==> config.mk <==
export PLATFORM = sky130hd
export DESIGN_NAME = hrd_stage
export DESIGN_NICKNAME = d
export VERILOG_FILES = /design/src/include/hrd_pkg.sv /design/src/include/hrd_phase_if.sv /design/src/logic/hrd_ratio_cmp.sv /design/src/logic/hrd_stage.sv
export SDC_FILE = /design/constraint.sdc
export NUM_CORES = 1
export LEC_CHECK = 0
export BUFFER_PORTS_ARGS = -buffer_cell sky130_fd_sc_hd__buf_2
export CAP_MARGIN = 20
export CORE_ASPECT_RATIO = 2
export CORE_MARGIN = 3
export CORE_UTILIZATION = 36
export DETAILED_ROUTE_END_ITERATION = 16
export GPL_TIMING_DRIVEN = 0
export PLACE_DENSITY = 0.48
export SLEW_MARGIN = 20
export SYNTH_ARGS = -nofsm -noshare
export SYNTH_HDL_FRONTEND = slang
export SYNTH_SLANG_ARGS = --single-unit
==> constraint.sdc <==
create_clock -name mclk -period 7.3 [get_ports mclk]
set_input_delay 1.46 -clock mclk [delete_from_list [all_inputs] [get_ports mclk]]
set_output_delay 1.46 -clock mclk [all_outputs]
set_load 0.03 [all_outputs]
==> src/include/hrd_pkg.sv <==
// package for the harmonic ratio detect stage
// assumes a 10 MHz mclk and a measurement tick from the phasor front end
package hrd_pkg;
  localparam int          HRD_MAG_W         = 16;
  localparam int          HRD_PCT_W         = 7;
  localparam logic [6:0]  HRD_PCT_MIN       = 7'h0A;   // 10 %
  localparam logic [6:0]  HRD_PCT_MAX       = 7'h64;   // 100 %
  localparam logic [6:0]  HRD_PCT_RST       = 7'h0F;   // reset threshold
  localparam int          HRD_DLY_W         = 15;      // units of 10 ms
  localparam logic [14:0] HRD_DLY_MIN       = 15'h0003; // 0.03 s
  localparam logic [14:0] HRD_DLY_MAX       = 15'h7530; // 300.00 s
  localparam int          HRD_DLY_STEP_MS   = 10;
  localparam int          HRD_CLK_KHZ       = 10000;
  localparam int          HRD_STEP_CYC      = HRD_DLY_STEP_MS * HRD_CLK_KHZ;
  localparam int          HRD_PRE_W         = 17;
  localparam int          HRD_MIN_AMP_PCT   = 2;
  localparam int          HRD_BLOCKED_MS    = 60;
  typedef enum logic [2:0] {
    HRD_IDLE    = 3'b001,
    HRD_STARTED = 3'b010,
    HRD_TRIPPED = 3'b100
  } hrd_state_t;
endpackage

==> src/include/hrd_phase_if.sv <==
// per-phase comparison results carried from the ratio comparators
// assumes one synchronous clock domain
`timescale 1ns/1ps
interface hrd_phase_if;
  logic [2:0] over;
  modport src (output over);
  modport dst (input over);
endinterface : hrd_phase_if

==> src/logic/hrd_ratio_cmp.sv <==
// one-phase harmonic-to-fundamental ratio comparator
// assumes magnitudes are registered by the caller on a measurement tick
`timescale 1ns/1ps
module hrd_ratio_cmp
  import hrd_pkg::*;
(
  input  wire logic                 mclk,
  input  wire logic                 rst,
  input  wire logic                 tick,
  input  wire logic [HRD_MAG_W-1:0] harm_mag,
  input  wire logic [HRD_MAG_W-1:0] fund_mag,
  input  wire logic [HRD_MAG_W-1:0] min_amp,
  input  wire logic [HRD_PCT_W-1:0] thr_pct,
  output      logic                 over
);
  // cross-multiplied so no divider is needed: harm*100 > fund*pct
  logic [HRD_MAG_W+6:0] lhs;
  logic [HRD_MAG_W+6:0] rhs;
  assign lhs = {harm_mag, 7'h00} - {2'h0, harm_mag, 5'h00} + {5'h00, harm_mag, 2'h0};
  assign rhs = (HRD_MAG_W+7)'(fund_mag) * (HRD_MAG_W+7)'(thr_pct);

  always_ff @(posedge mclk) begin
    if (rst) begin
      over <= 1'b0;
    end else if (tick) begin
      over <= (lhs > rhs) && (harm_mag >= min_amp);
    end
  end

  AST_RATIO_CMP: assert property (@(posedge mclk) disable iff (rst)
    !rst && tick |=> over == $past((32'(harm_mag) * 32'h64 > 32'(fund_mag) * 32'(thr_pct))
                                   && harm_mag >= min_amp)) else $error("ratio compare wrong");
  AST_HOLD_NO_TICK: assert property (@(posedge mclk) disable iff (rst)
    !rst && !tick |=> $stable(over)) else $error("compare changed without tick");
endmodule // hrd_ratio_cmp

==> src/logic/hrd_stage.sv <==
// harmonic ratio detect stage (2nd: inrush, 5th: overexcitation)
// assumes harmonic and fundamental magnitudes per phase, updated on tick
`timescale 1ns/1ps
module hrd_stage
  import hrd_pkg::*;
(
  input  wire logic                   mclk,
  input  wire logic                   rst,
  input  wire logic                   tick,
  input  wire logic                   fifth_sel,
  input  wire logic [3*HRD_MAG_W-1:0] harm_mag,
  input  wire logic [3*HRD_MAG_W-1:0] fund_mag,
  input  wire logic [HRD_MAG_W-1:0]   ct_nom_mag,
  input  wire logic [HRD_PCT_W-1:0]   thr_pct,
  input  wire logic [HRD_DLY_W-1:0]   op_delay,
  output      logic                   start_out,
  output      logic                   trip_out,
  output      logic                   blk_start,
  output      logic                   blk_trip
);
  hrd_phase_if ph ();
  hrd_state_t           state_reg;
  logic [HRD_PCT_W-1:0] thr_reg;
  logic [HRD_DLY_W-1:0] dly_reg;
  logic [HRD_PRE_W-1:0] pre_reg;
  logic [HRD_DLY_W-1:0] cnt_reg;
  logic [HRD_MAG_W-1:0] min_amp;
  logic                 any_over;

  // 2 % of CT nominal for the 2nd harmonic (zero when fifth_sel), approximated as nominal/64 + nominal/256 (about 1.95 %)
  assign min_amp = fifth_sel ? '0 : (ct_nom_mag >> 6) + (ct_nom_mag >> 8);

  genvar g;
  generate
    for (g = 0; g < 3; g++) begin : g_ph
      hrd_ratio_cmp u_cmp (
        .mclk     (mclk),
        .rst      (rst),
        .tick     (tick),
        .harm_mag (harm_mag[g*HRD_MAG_W +: HRD_MAG_W]),
        .fund_mag (fund_mag[g*HRD_MAG_W +: HRD_MAG_W]),
        .min_amp  (min_amp),
        .thr_pct  (thr_reg),
        .over     (ph.over[g])
      );
    end
  endgenerate

  assign any_over = |ph.over;

  // settings clamped into legal range
  always_ff @(posedge mclk) begin
    if (rst) begin
      thr_reg <= HRD_PCT_RST;
    end else if (thr_pct < HRD_PCT_MIN) begin
      thr_reg <= HRD_PCT_MIN;
    end else if (thr_pct > HRD_PCT_MAX) begin
      thr_reg <= HRD_PCT_MAX;
    end else begin
      thr_reg <= thr_pct;
    end
  end

  AST_THR_RANGE: assert property (@(posedge mclk) disable iff (rst)
    thr_reg >= HRD_PCT_MIN && thr_reg <= HRD_PCT_MAX) else $error("threshold out of range");
  AST_THR_FOLLOW: assert property (@(posedge mclk) disable iff (rst)
    !rst && thr_pct >= HRD_PCT_MIN && thr_pct <= HRD_PCT_MAX |=> thr_reg == $past(thr_pct))
    else $error("threshold not taken");
  AST_THR_CLAMP_LO: assert property (@(posedge mclk) disable iff (rst)
    !rst && thr_pct < HRD_PCT_MIN |=> thr_reg == HRD_PCT_MIN) else $error("threshold low clamp");
  AST_THR_CLAMP_HI: assert property (@(posedge mclk) disable iff (rst)
    !rst && thr_pct > HRD_PCT_MAX |=> thr_reg == HRD_PCT_MAX) else $error("threshold high clamp");

  always_ff @(posedge mclk) begin
    if (rst) begin
      dly_reg <= HRD_DLY_MIN;
    end else if (op_delay < HRD_DLY_MIN) begin
      dly_reg <= HRD_DLY_MIN;
    end else if (op_delay > HRD_DLY_MAX) begin
      dly_reg <= HRD_DLY_MAX;
    end else begin
      dly_reg <= op_delay;
    end
  end

  AST_DLY_RANGE: assert property (@(posedge mclk) disable iff (rst)
    dly_reg >= HRD_DLY_MIN && dly_reg <= HRD_DLY_MAX) else $error("delay out of range");
  AST_DLY_FOLLOW: assert property (@(posedge mclk) disable iff (rst)
    !rst && op_delay >= HRD_DLY_MIN && op_delay <= HRD_DLY_MAX |=> dly_reg == $past(op_delay))
    else $error("delay not taken");
  AST_DLY_CLAMP_LO: assert property (@(posedge mclk) disable iff (rst)
    !rst && op_delay < HRD_DLY_MIN |=> dly_reg == HRD_DLY_MIN) else $error("delay low clamp");
  AST_DLY_CLAMP_HI: assert property (@(posedge mclk) disable iff (rst)
    !rst && op_delay > HRD_DLY_MAX |=> dly_reg == HRD_DLY_MAX) else $error("delay high clamp");

  // 10 ms prescaler only runs while started, so each count is a full step
  always_ff @(posedge mclk) begin
    if (rst || state_reg != HRD_STARTED || pre_reg == HRD_PRE_W'(HRD_STEP_CYC - 1)) begin
      pre_reg <= '0;
    end else begin
      pre_reg <= pre_reg + 1'b1;
    end
  end

  AST_PRE_IDLE: assert property (@(posedge mclk) disable iff (rst)
    state_reg != HRD_STARTED |=> pre_reg == '0) else $error("prescaler ran outside started");
  AST_PRE_BOUND: assert property (@(posedge mclk) disable iff (rst)
    pre_reg <= HRD_PRE_W'(HRD_STEP_CYC - 1)) else $error("prescaler beyond step");

  always_ff @(posedge mclk) begin
    if (rst || !any_over) begin
      cnt_reg <= '0;
    end else if (state_reg == HRD_STARTED && pre_reg == HRD_PRE_W'(HRD_STEP_CYC - 1)) begin
      cnt_reg <= cnt_reg + 1'b1;
    end
  end

  AST_CNT_CLEAR: assert property (@(posedge mclk) disable iff (rst)
    !any_over |=> cnt_reg == '0) else $error("counter not cleared");
  AST_PRE_STEP: assert property (@(posedge mclk) disable iff (rst)
    $changed(cnt_reg) && cnt_reg != '0 |-> $past(pre_reg) == HRD_PRE_W'(HRD_STEP_CYC - 1))
    else $error("count step wrong");
  AST_CNT_STEP_ONE: assert property (@(posedge mclk) disable iff (rst)
    $changed(cnt_reg) && cnt_reg != '0 |-> cnt_reg == $past(cnt_reg) + 1'b1) else $error("count skipped");
  AST_CNT_BOUND: assert property (@(posedge mclk) disable iff (rst)
    cnt_reg <= HRD_DLY_MAX) else $error("count beyond delay range");
  AST_IDLE_CNT_ZERO: assert property (@(posedge mclk) disable iff (rst)
    state_reg == HRD_IDLE |-> cnt_reg == '0) else $error("count left in idle");

  always_ff @(posedge mclk) begin
    if (rst) begin
      state_reg <= HRD_IDLE;
    end else begin
      unique case (state_reg)
        HRD_IDLE: begin
          if (any_over) begin
            state_reg <= HRD_STARTED;
          end
        end
        HRD_STARTED: begin
          if (!any_over) begin
            state_reg <= HRD_IDLE;
          end else if (cnt_reg >= dly_reg) begin
            state_reg <= HRD_TRIPPED;
          end
        end
        HRD_TRIPPED: begin
          if (!any_over) begin
            state_reg <= HRD_IDLE;
          end
        end
        default: state_reg <= HRD_IDLE;
      endcase
    end
  end

  // a delay lowered below the running count trips on the next edge
  AST_STATE_ONEHOT: assert property (@(posedge mclk) disable iff (rst)
    $onehot(state_reg)) else $error("state not one-hot");
  AST_ENTER_STARTED: assert property (@(posedge mclk) disable iff (rst)
    state_reg == HRD_IDLE && any_over |=> state_reg == HRD_STARTED) else $error("start state missed");
  AST_IDLE_NO_TRIP: assert property (@(posedge mclk) disable iff (rst)
    state_reg == HRD_IDLE |=> state_reg != HRD_TRIPPED) else $error("trip skipped the delay");
  AST_TRIP_ENTRY: assert property (@(posedge mclk) disable iff (rst)
    state_reg == HRD_STARTED && any_over && cnt_reg >= dly_reg |=> trip_out)
    else $error("trip missing after delay");
  AST_TRIP_AFTER_DELAY: assert property (@(posedge mclk) disable iff (rst)
    $rose(trip_out) |-> $past(cnt_reg) >= $past(dly_reg)) else $error("trip early");
  AST_TRIP_HOLD: assert property (@(posedge mclk) disable iff (rst)
    trip_out && any_over |=> trip_out) else $error("trip dropped while over");
  AST_TRIP_DROP: assert property (@(posedge mclk) disable iff (rst)
    trip_out && !any_over |=> state_reg == HRD_IDLE) else $error("trip not released");

  // start tracks the comparators only; no delay term enters it
  always_ff @(posedge mclk) begin
    if (rst) begin
      start_out <= 1'b0;
    end else begin
      start_out <= any_over;
    end
  end

  assign trip_out = (state_reg == HRD_TRIPPED);
  // downstream stages must use a delay above 60 ms to see these in time
  assign blk_start = start_out;
  assign blk_trip  = trip_out;

  AST_START_FOLLOWS: assert property (@(posedge mclk) disable iff (rst)
    any_over |=> start_out) else $error("start missing after over");
  AST_NO_START_CLEAR: assert property (@(posedge mclk) disable iff (rst)
    !any_over |=> !start_out && !trip_out) else $error("start or trip held");
  AST_TRIP_NEEDS_START: assert property (@(posedge mclk) disable iff (rst)
    trip_out |-> start_out) else $error("trip without start");
  AST_BLK_MATCH: assert property (@(posedge mclk) disable iff (rst)
    blk_start == start_out && blk_trip == trip_out) else $error("blocking mismatch");
  AST_START_NO_DELAY: assert property (@(posedge mclk) disable iff (rst)
    $rose(any_over) |=> start_out && !trip_out) else $error("start delayed");
  AST_STARTED_START: assert property (@(posedge mclk) disable iff (rst)
    state_reg == HRD_STARTED |-> start_out) else $error("started without start");
  AST_START_RISE_IDLE: assert property (@(posedge mclk) disable iff (rst)
    $rose(start_out) |-> $past(state_reg) == HRD_IDLE) else $error("start rose outside idle");

  COV_START: cover property (@(posedge mclk) disable iff (rst) $rose(start_out));
  COV_TRIP: cover property (@(posedge mclk) disable iff (rst) $rose(trip_out));
  COV_DROP: cover property (@(posedge mclk) disable iff (rst) start_out ##1 !start_out);
  COV_FIFTH_TRIP: cover property (@(posedge mclk) disable iff (rst) fifth_sel && $rose(trip_out));
  COV_SECOND_START: cover property (@(posedge mclk) disable iff (rst) !fifth_sel && $rose(start_out));
endmodule // hrd_stage

# After elaboration in Yosys (flattened, before gate mapping)
# Cells that the tools add are included.
# totals
elab_cells	66
ff_bits	61
output_inout_bits	4
input_bits	138
# classes
n_reduce_logical	14
mul	3
magnitude_cmp	11
n_eq_ne	8
n_mux	9
add_sub_neg	9
# ops
operator	count
23-bit by 18-bit adder with 23-bit output	3
23-bit > comparator	3
16-bit by 7-bit multiplier with 23-bit output	3
23-bit by 21-bit subtractor with 23-bit output	3
16-bit by 11-bit >= comparator with 1-bit output	3
17-bit by 1-bit adder with 17-bit output, second input constant	1
17-bit equality test, second input constant	1
15-bit by 1-bit adder with 15-bit output, second input constant	1
15-bit >= comparator	1
15-bit > comparator, second input constant	1
15-bit by 2-bit < comparator with 1-bit output, second input constant	1
15-bit two-way mux	1
3-bit two-way mux	5
10-bit by 8-bit adder with 11-bit output	1
11-bit two-way mux	1
3-bit case mux with 3 select lines	1
3-bit OR reduction	3
7-bit > comparator, second input constant	1
7-bit by 4-bit < comparator with 1-bit output, second input constant	1
7-bit two-way mux	1
3-bit by 2-bit != test with 1-bit output, second input constant	2
1-bit logical AND	4
2-bit != test, second input constant	2
2-bit OR reduction	2
other kinds (6)	8

# Logic depth before layout (Yosys ltp)
# depth
depth_word	4
ltp_mapped	28
mapped_depth_nobuf	27

# Hierarchy
# From an unflattened synthesis, not the netlist that was laid out.
# hier_totals
cells_unflattened	2473
area_unflattened_um2	20578.5
# by_module_without_submodules
mod	seq_area_each_um2	cells_each	area_per_inst_um2	instances
hrd_ratio_cmp (g_ph[1].u_cmp)	20.0	718	5874.4	1
hrd_ratio_cmp (g_ph[0].u_cmp)	20.0	693	5733.0	1
hrd_ratio_cmp (g_ph[2].u_cmp)	20.0	692	5709.2	1
hrd_stage	1161.1	370	3261.9	1

# Worst setup path before layout
# OpenSTA, ideal clock, no wires.
# synth_path
kind	input -> register
from	input fund_mag[6]
to	register g_ph[0].u_cmp.over
setup_ns	0.117
path_buffers	0
cell_stages	21
t_arrival_ns	6.708
required_ns	7.183
path_slack_ns	0.475
cell_sequence	and2_1 > fa_1 > fa_1 > fa_1 > inv_1 > fa_1 > inv_1 > ha_1 > a21o_1 > a21o_1 > o41a_1 > a311oi_2 > o21bai_1 > a21oi_1 > xor2_1 > ha_1 > a21o_1 > a21o_1 > a21oi_1 > o221ai_1 > a32o_1
# synth_between
elab_chain_cells	3
# synth_rtl
element	line_no	rtl
start: declaration	hrd_stage.sv:12	input wire logic [3*HRD_MAG_W-1:0] fund_mag,
16-bit by 7-bit multiplier with 23-bit output	hrd_ratio_cmp.sv:20	assign rhs = (HRD_MAG_W+7)'(fund_mag) * (HRD_MAG_W+7)'(thr_pct);
23-bit > comparator	hrd_ratio_cmp.sv:26	over <= (lhs > rhs) && (harm_mag >= min_amp);
1-bit logical AND	hrd_ratio_cmp.sv:26	
end signal: assignment	hrd_ratio_cmp.sv:26	
end: declaration	hrd_ratio_cmp.sv:14	output logic over
# No other way between the ends.
# A chain may end at the register's enable or synchronous reset.

# Worst setup path after layout
# layout_path
from	input fund_mag[1]
to	register g_ph[0].u_cmp.over
# Same word-level chain as after synthesis.

==> flow_metrics.env <==
export IMPL_place_congestion=0.840
export IMPL_cts_buffers=9
export IMPL_synth_edf_count=0
export IMPL_syn_avg_cell_area_um2=8.38
export IMPL_ios=142
export IMPL_grt_usage_pct=20.6
export IMPL_rsz0062_at_grt="yes"
export IMPL_utilization_pct=40.0
export IMPL_postLayoutCellArea_um2=21500
export IMPL_yosys_warnings=0
export IMPL_ys_flop_type="dfxtp_1"
export IMPL_synthDistinctLibCells=75
export IMPL_worst_pin_slew_ns=0.879
export IMPL_ir_drop_uv=133
export IMPL_grt_max_degree=12
export IMPL_ys_seq_area_share_pct=6.26
export IMPL_slew_violations=0
export IMPL_antenna_found_initial=6
export IMPL_wire_per_inst_um=18.1
export IMPL_worst_setup_path_type="in2reg"
export IMPL_place_hpwl_mm=50.2
export IMPL_dr_pass1_iters=5
export IMPL_reg2reg_from="thr_reg[3]$_SDFF_PP1_"
export IMPL_drc=0
export IMPL_placed_cell_area_um2=21000
export IMPL_viasPerCell=5.09
export IMPL_ctsRootBufferMaster="clkbuf_16"
export IMPL_rr_worst_depth=24
export IMPL_grt_pass1_wl_mm=93.2
export IMPL_final_hold_viol_count=0
export IMPL_antenna_left=0
export IMPL_die_h_um=335
export IMPL_drv_cap=0
export IMPL_crit_path_max_fanout=7
export IMPL_route_vias_total=16100
export IMPL_synthTopCellsByArea="fa_1 25%, ha_1 21%, and2_1 7.6%, inv_1 7.5%, dfxtp_1 6.3%"
export IMPL_final_common_cell="inv_1"
export IMPL_start_util_pct=36.4
export IMPL_crit_required_ns=7.54
export IMPL_wirelength_mm=57.0
export IMPL_setup_viol=0
export IMPL_endpoint="g_ph[0].u_cmp.over$_SDFFE_PP0P_"
export IMPL_first_iter_violations=588
export IMPL_rr_endpoint="g_ph[0].u_cmp.over$_SDFFE_PP0P_"
export IMPL_layout_min_cycle_time_ns=7.08
export IMPL_status="finished, final reports clean"
export IMPL_ctsHtreeMaxLevel=3
export IMPL_hold_path_class="reg2reg"
export IMPL_skew_ns=0.00935
export IMPL_cp_end_kind="flop"
export IMPL_dieWidth_um=171
export IMPL_nets=3182
export IMPL_leakagePower_uw=0.0110
export IMPL_fmax_ghz=0.141
export IMPL_clock_sinks=61
export IMPL_yosysTopAreaCell="fa_1"
export IMPL_cp_start_kind="input pin"
export IMPL_syn_cell_area_um2=19500
export IMPL_layout_common_cells="392 x inv_1, 321 x ha_1, 241 x fa_1"
export IMPL_fin_cells=3156
export IMPL_place_inst=3135
export IMPL_final_layout_size_suffix_gt1_share_pct=7.81
export IMPL_maxSlewHeadroom_pct=41.4
export IMPL_timing_final_crit_share_pct=97.0
export IMPL_grt_remaining_overflow=0
export IMPL_synth_top_cell_area_share_pct=24.7
export IMPL_row_count=120
export IMPL_core_um2=53600
export IMPL_critPathLaunch="fund_mag[1]"
export IMPL_whs_ns=0.473
export IMPL_async_reset_ff_share_pct=0
export IMPL_largest_reg_flops=17
export IMPL_power_density_nw_per_um2=281
export IMPL_path_clk_slew_ns=0.06
export IMPL_clk_latency_ns=0.35
export IMPL_ys_seq_elements=61
export IMPL_syn_num_nets=3033
export IMPL_grt_pass1_vias=17500
export IMPL_cts_max_path_buffers=2
export IMPL_syn_to_final_growth_pct=9.93
export IMPL_reg2reg_slack_ns=0.29
export IMPL_crit_arrival_ns=7.32
export IMPL_holdBufCountCts=0
export IMPL_synth_cells=2329
export IMPL_die_area_um2=57200
export IMPL_port_buffers=135
export IMPL_cts_tree="done"
worst max-delay path, cell delays in order:
cell and delay, ns:
buf_2 0.15, and2_1 0.19, fa_1 0.58, fa_1 0.46, fa_1 0.55, inv_1 0.06
fa_1 0.54, inv_1 0.04, ha_1 0.33, or2_1 0.24, a21oi_1 0.14, a21oi_1 0.09
o41a_1 0.47, a311oi_4 0.38, o21bai_1 0.11, a21oi_1 0.16, xor2_1 0.17, ha_1 0.26
a21o_1 0.18, a21o_1 0.18, a21oi_2 0.17, o221ai_2 0.13, a32o_1 0.27
metrics by stage:
| step | worst slack, ns | power [uW] | TNS [ns] |
|---|---|---|---|
| 6_report | 0.218 | 6020 | 0 |
| 5_1_grt | -0.107 | 6850 | -0.107 |
| 4_1_cts | 0.0444 | 6020 | 0 |
| 3_5_place_dp | -0.519 | 5480 | -1.10 |
| 3_3_place_gp | -0.443 | 5380 | -0.941 |
| 2_1_floorplan | 0.475 | 4260 | 0 |
layer usage:
metal / global-route usage [%] / routed length [um] / vias up
met5: 0 / 34 / -
met4: 8.43 / 2680 / 4
met3: 2.41 / 1880 / 78
met2: 39.4 / 30900 / 241
met1: 22.6 / 21600 / 7807
li1: - / - / 7941
cells in the mapped netlist, types with 26 or more instances:
library cell,instances
dfxtp_1,61
o21ai_0,72
clkbuf_1,43
fa_1,241
a21oi_1,131
nor2_1,89
ha_1,325
xnor2_1,75
and2_1,237
nand2b_1,28
a21o_1,75
nand2_1,174
xor2_1,73
nand3_1,36
inv_1,392
nor2b_1,26
cell type report:
class / instances / area (um^2)
antenna: 2 / 5.00
buffer: 45 / 195
clock buffer: 10 / 229
clock inverter: 6 / 87.6
fill: 5609 / 32200
inverter: 392 / 1470
multi-input combinational: 1831 / 16700
sequential: 61 / 1220
tap: 671 / 840
timing repair buffer: 138 / 698
where the power goes:
part	total [uW]	switching (uW)	leakage [uW]	internal, uW
logic	5180	2910	0.0104	2260
registers	370	17.8	0.000499	352
clock network	473	175	0.000145	298
cell families (layout without fill, tap and decap cells):
| family | Yosys count | after routing | synth area share (%) |
|---|---|---|---|
| adders and majority gates | 566 | 566 | 45.6 |
| and+or+nand+nor | 692 | 692 | 18.8 |
| other | 0 | 2 | 0 |
| muxes | 2 | 2 | 0.103 |
| buffers and inverters | 437 | 591 | 8.44 |
| DFF | 61 | 61 | 6.26 |
| xor gates and xnor gates | 148 | 148 | 6.64 |
| AOI/OAI and AO/OA | 423 | 423 | 14.2 |
worst min path at each step:
stage	to	start	depth (start not counted)	slack (ns)
global route	g_ph[2].u_cmp.over$_SDFFE_PP0P_	g_ph[2].u_cmp.over$_SDFFE_PP0P_	2	0.50
floorplan	g_ph[2].u_cmp.over$_SDFFE_PP0P_	g_ph[2].u_cmp.over$_SDFFE_PP0P_	2	0.42
CTS	pre_reg[0]$_SDFF_PP0_	pre_reg[0]$_SDFF_PP0_	1	0.48
global placement	pre_reg[0]$_SDFF_PP0_	pre_reg[0]$_SDFF_PP0_	1	0.45
detailed placement	pre_reg[0]$_SDFF_PP0_	pre_reg[0]$_SDFF_PP0_	1	0.45
finish	g_ph[2].u_cmp.over$_SDFFE_PP0P_	g_ph[2].u_cmp.over$_SDFFE_PP0P_	2	0.47
what timing repair did:
| item | CTS | global route |
|---|---|---|
| resized for setup | 14 | 11 |
| setup buffers | 0 | 3 |
| setup endpoints to repair | 2 | 3 |
| pin swaps | 0 | 11 |
Note: power is estimated with default switching activity, not from simulation.
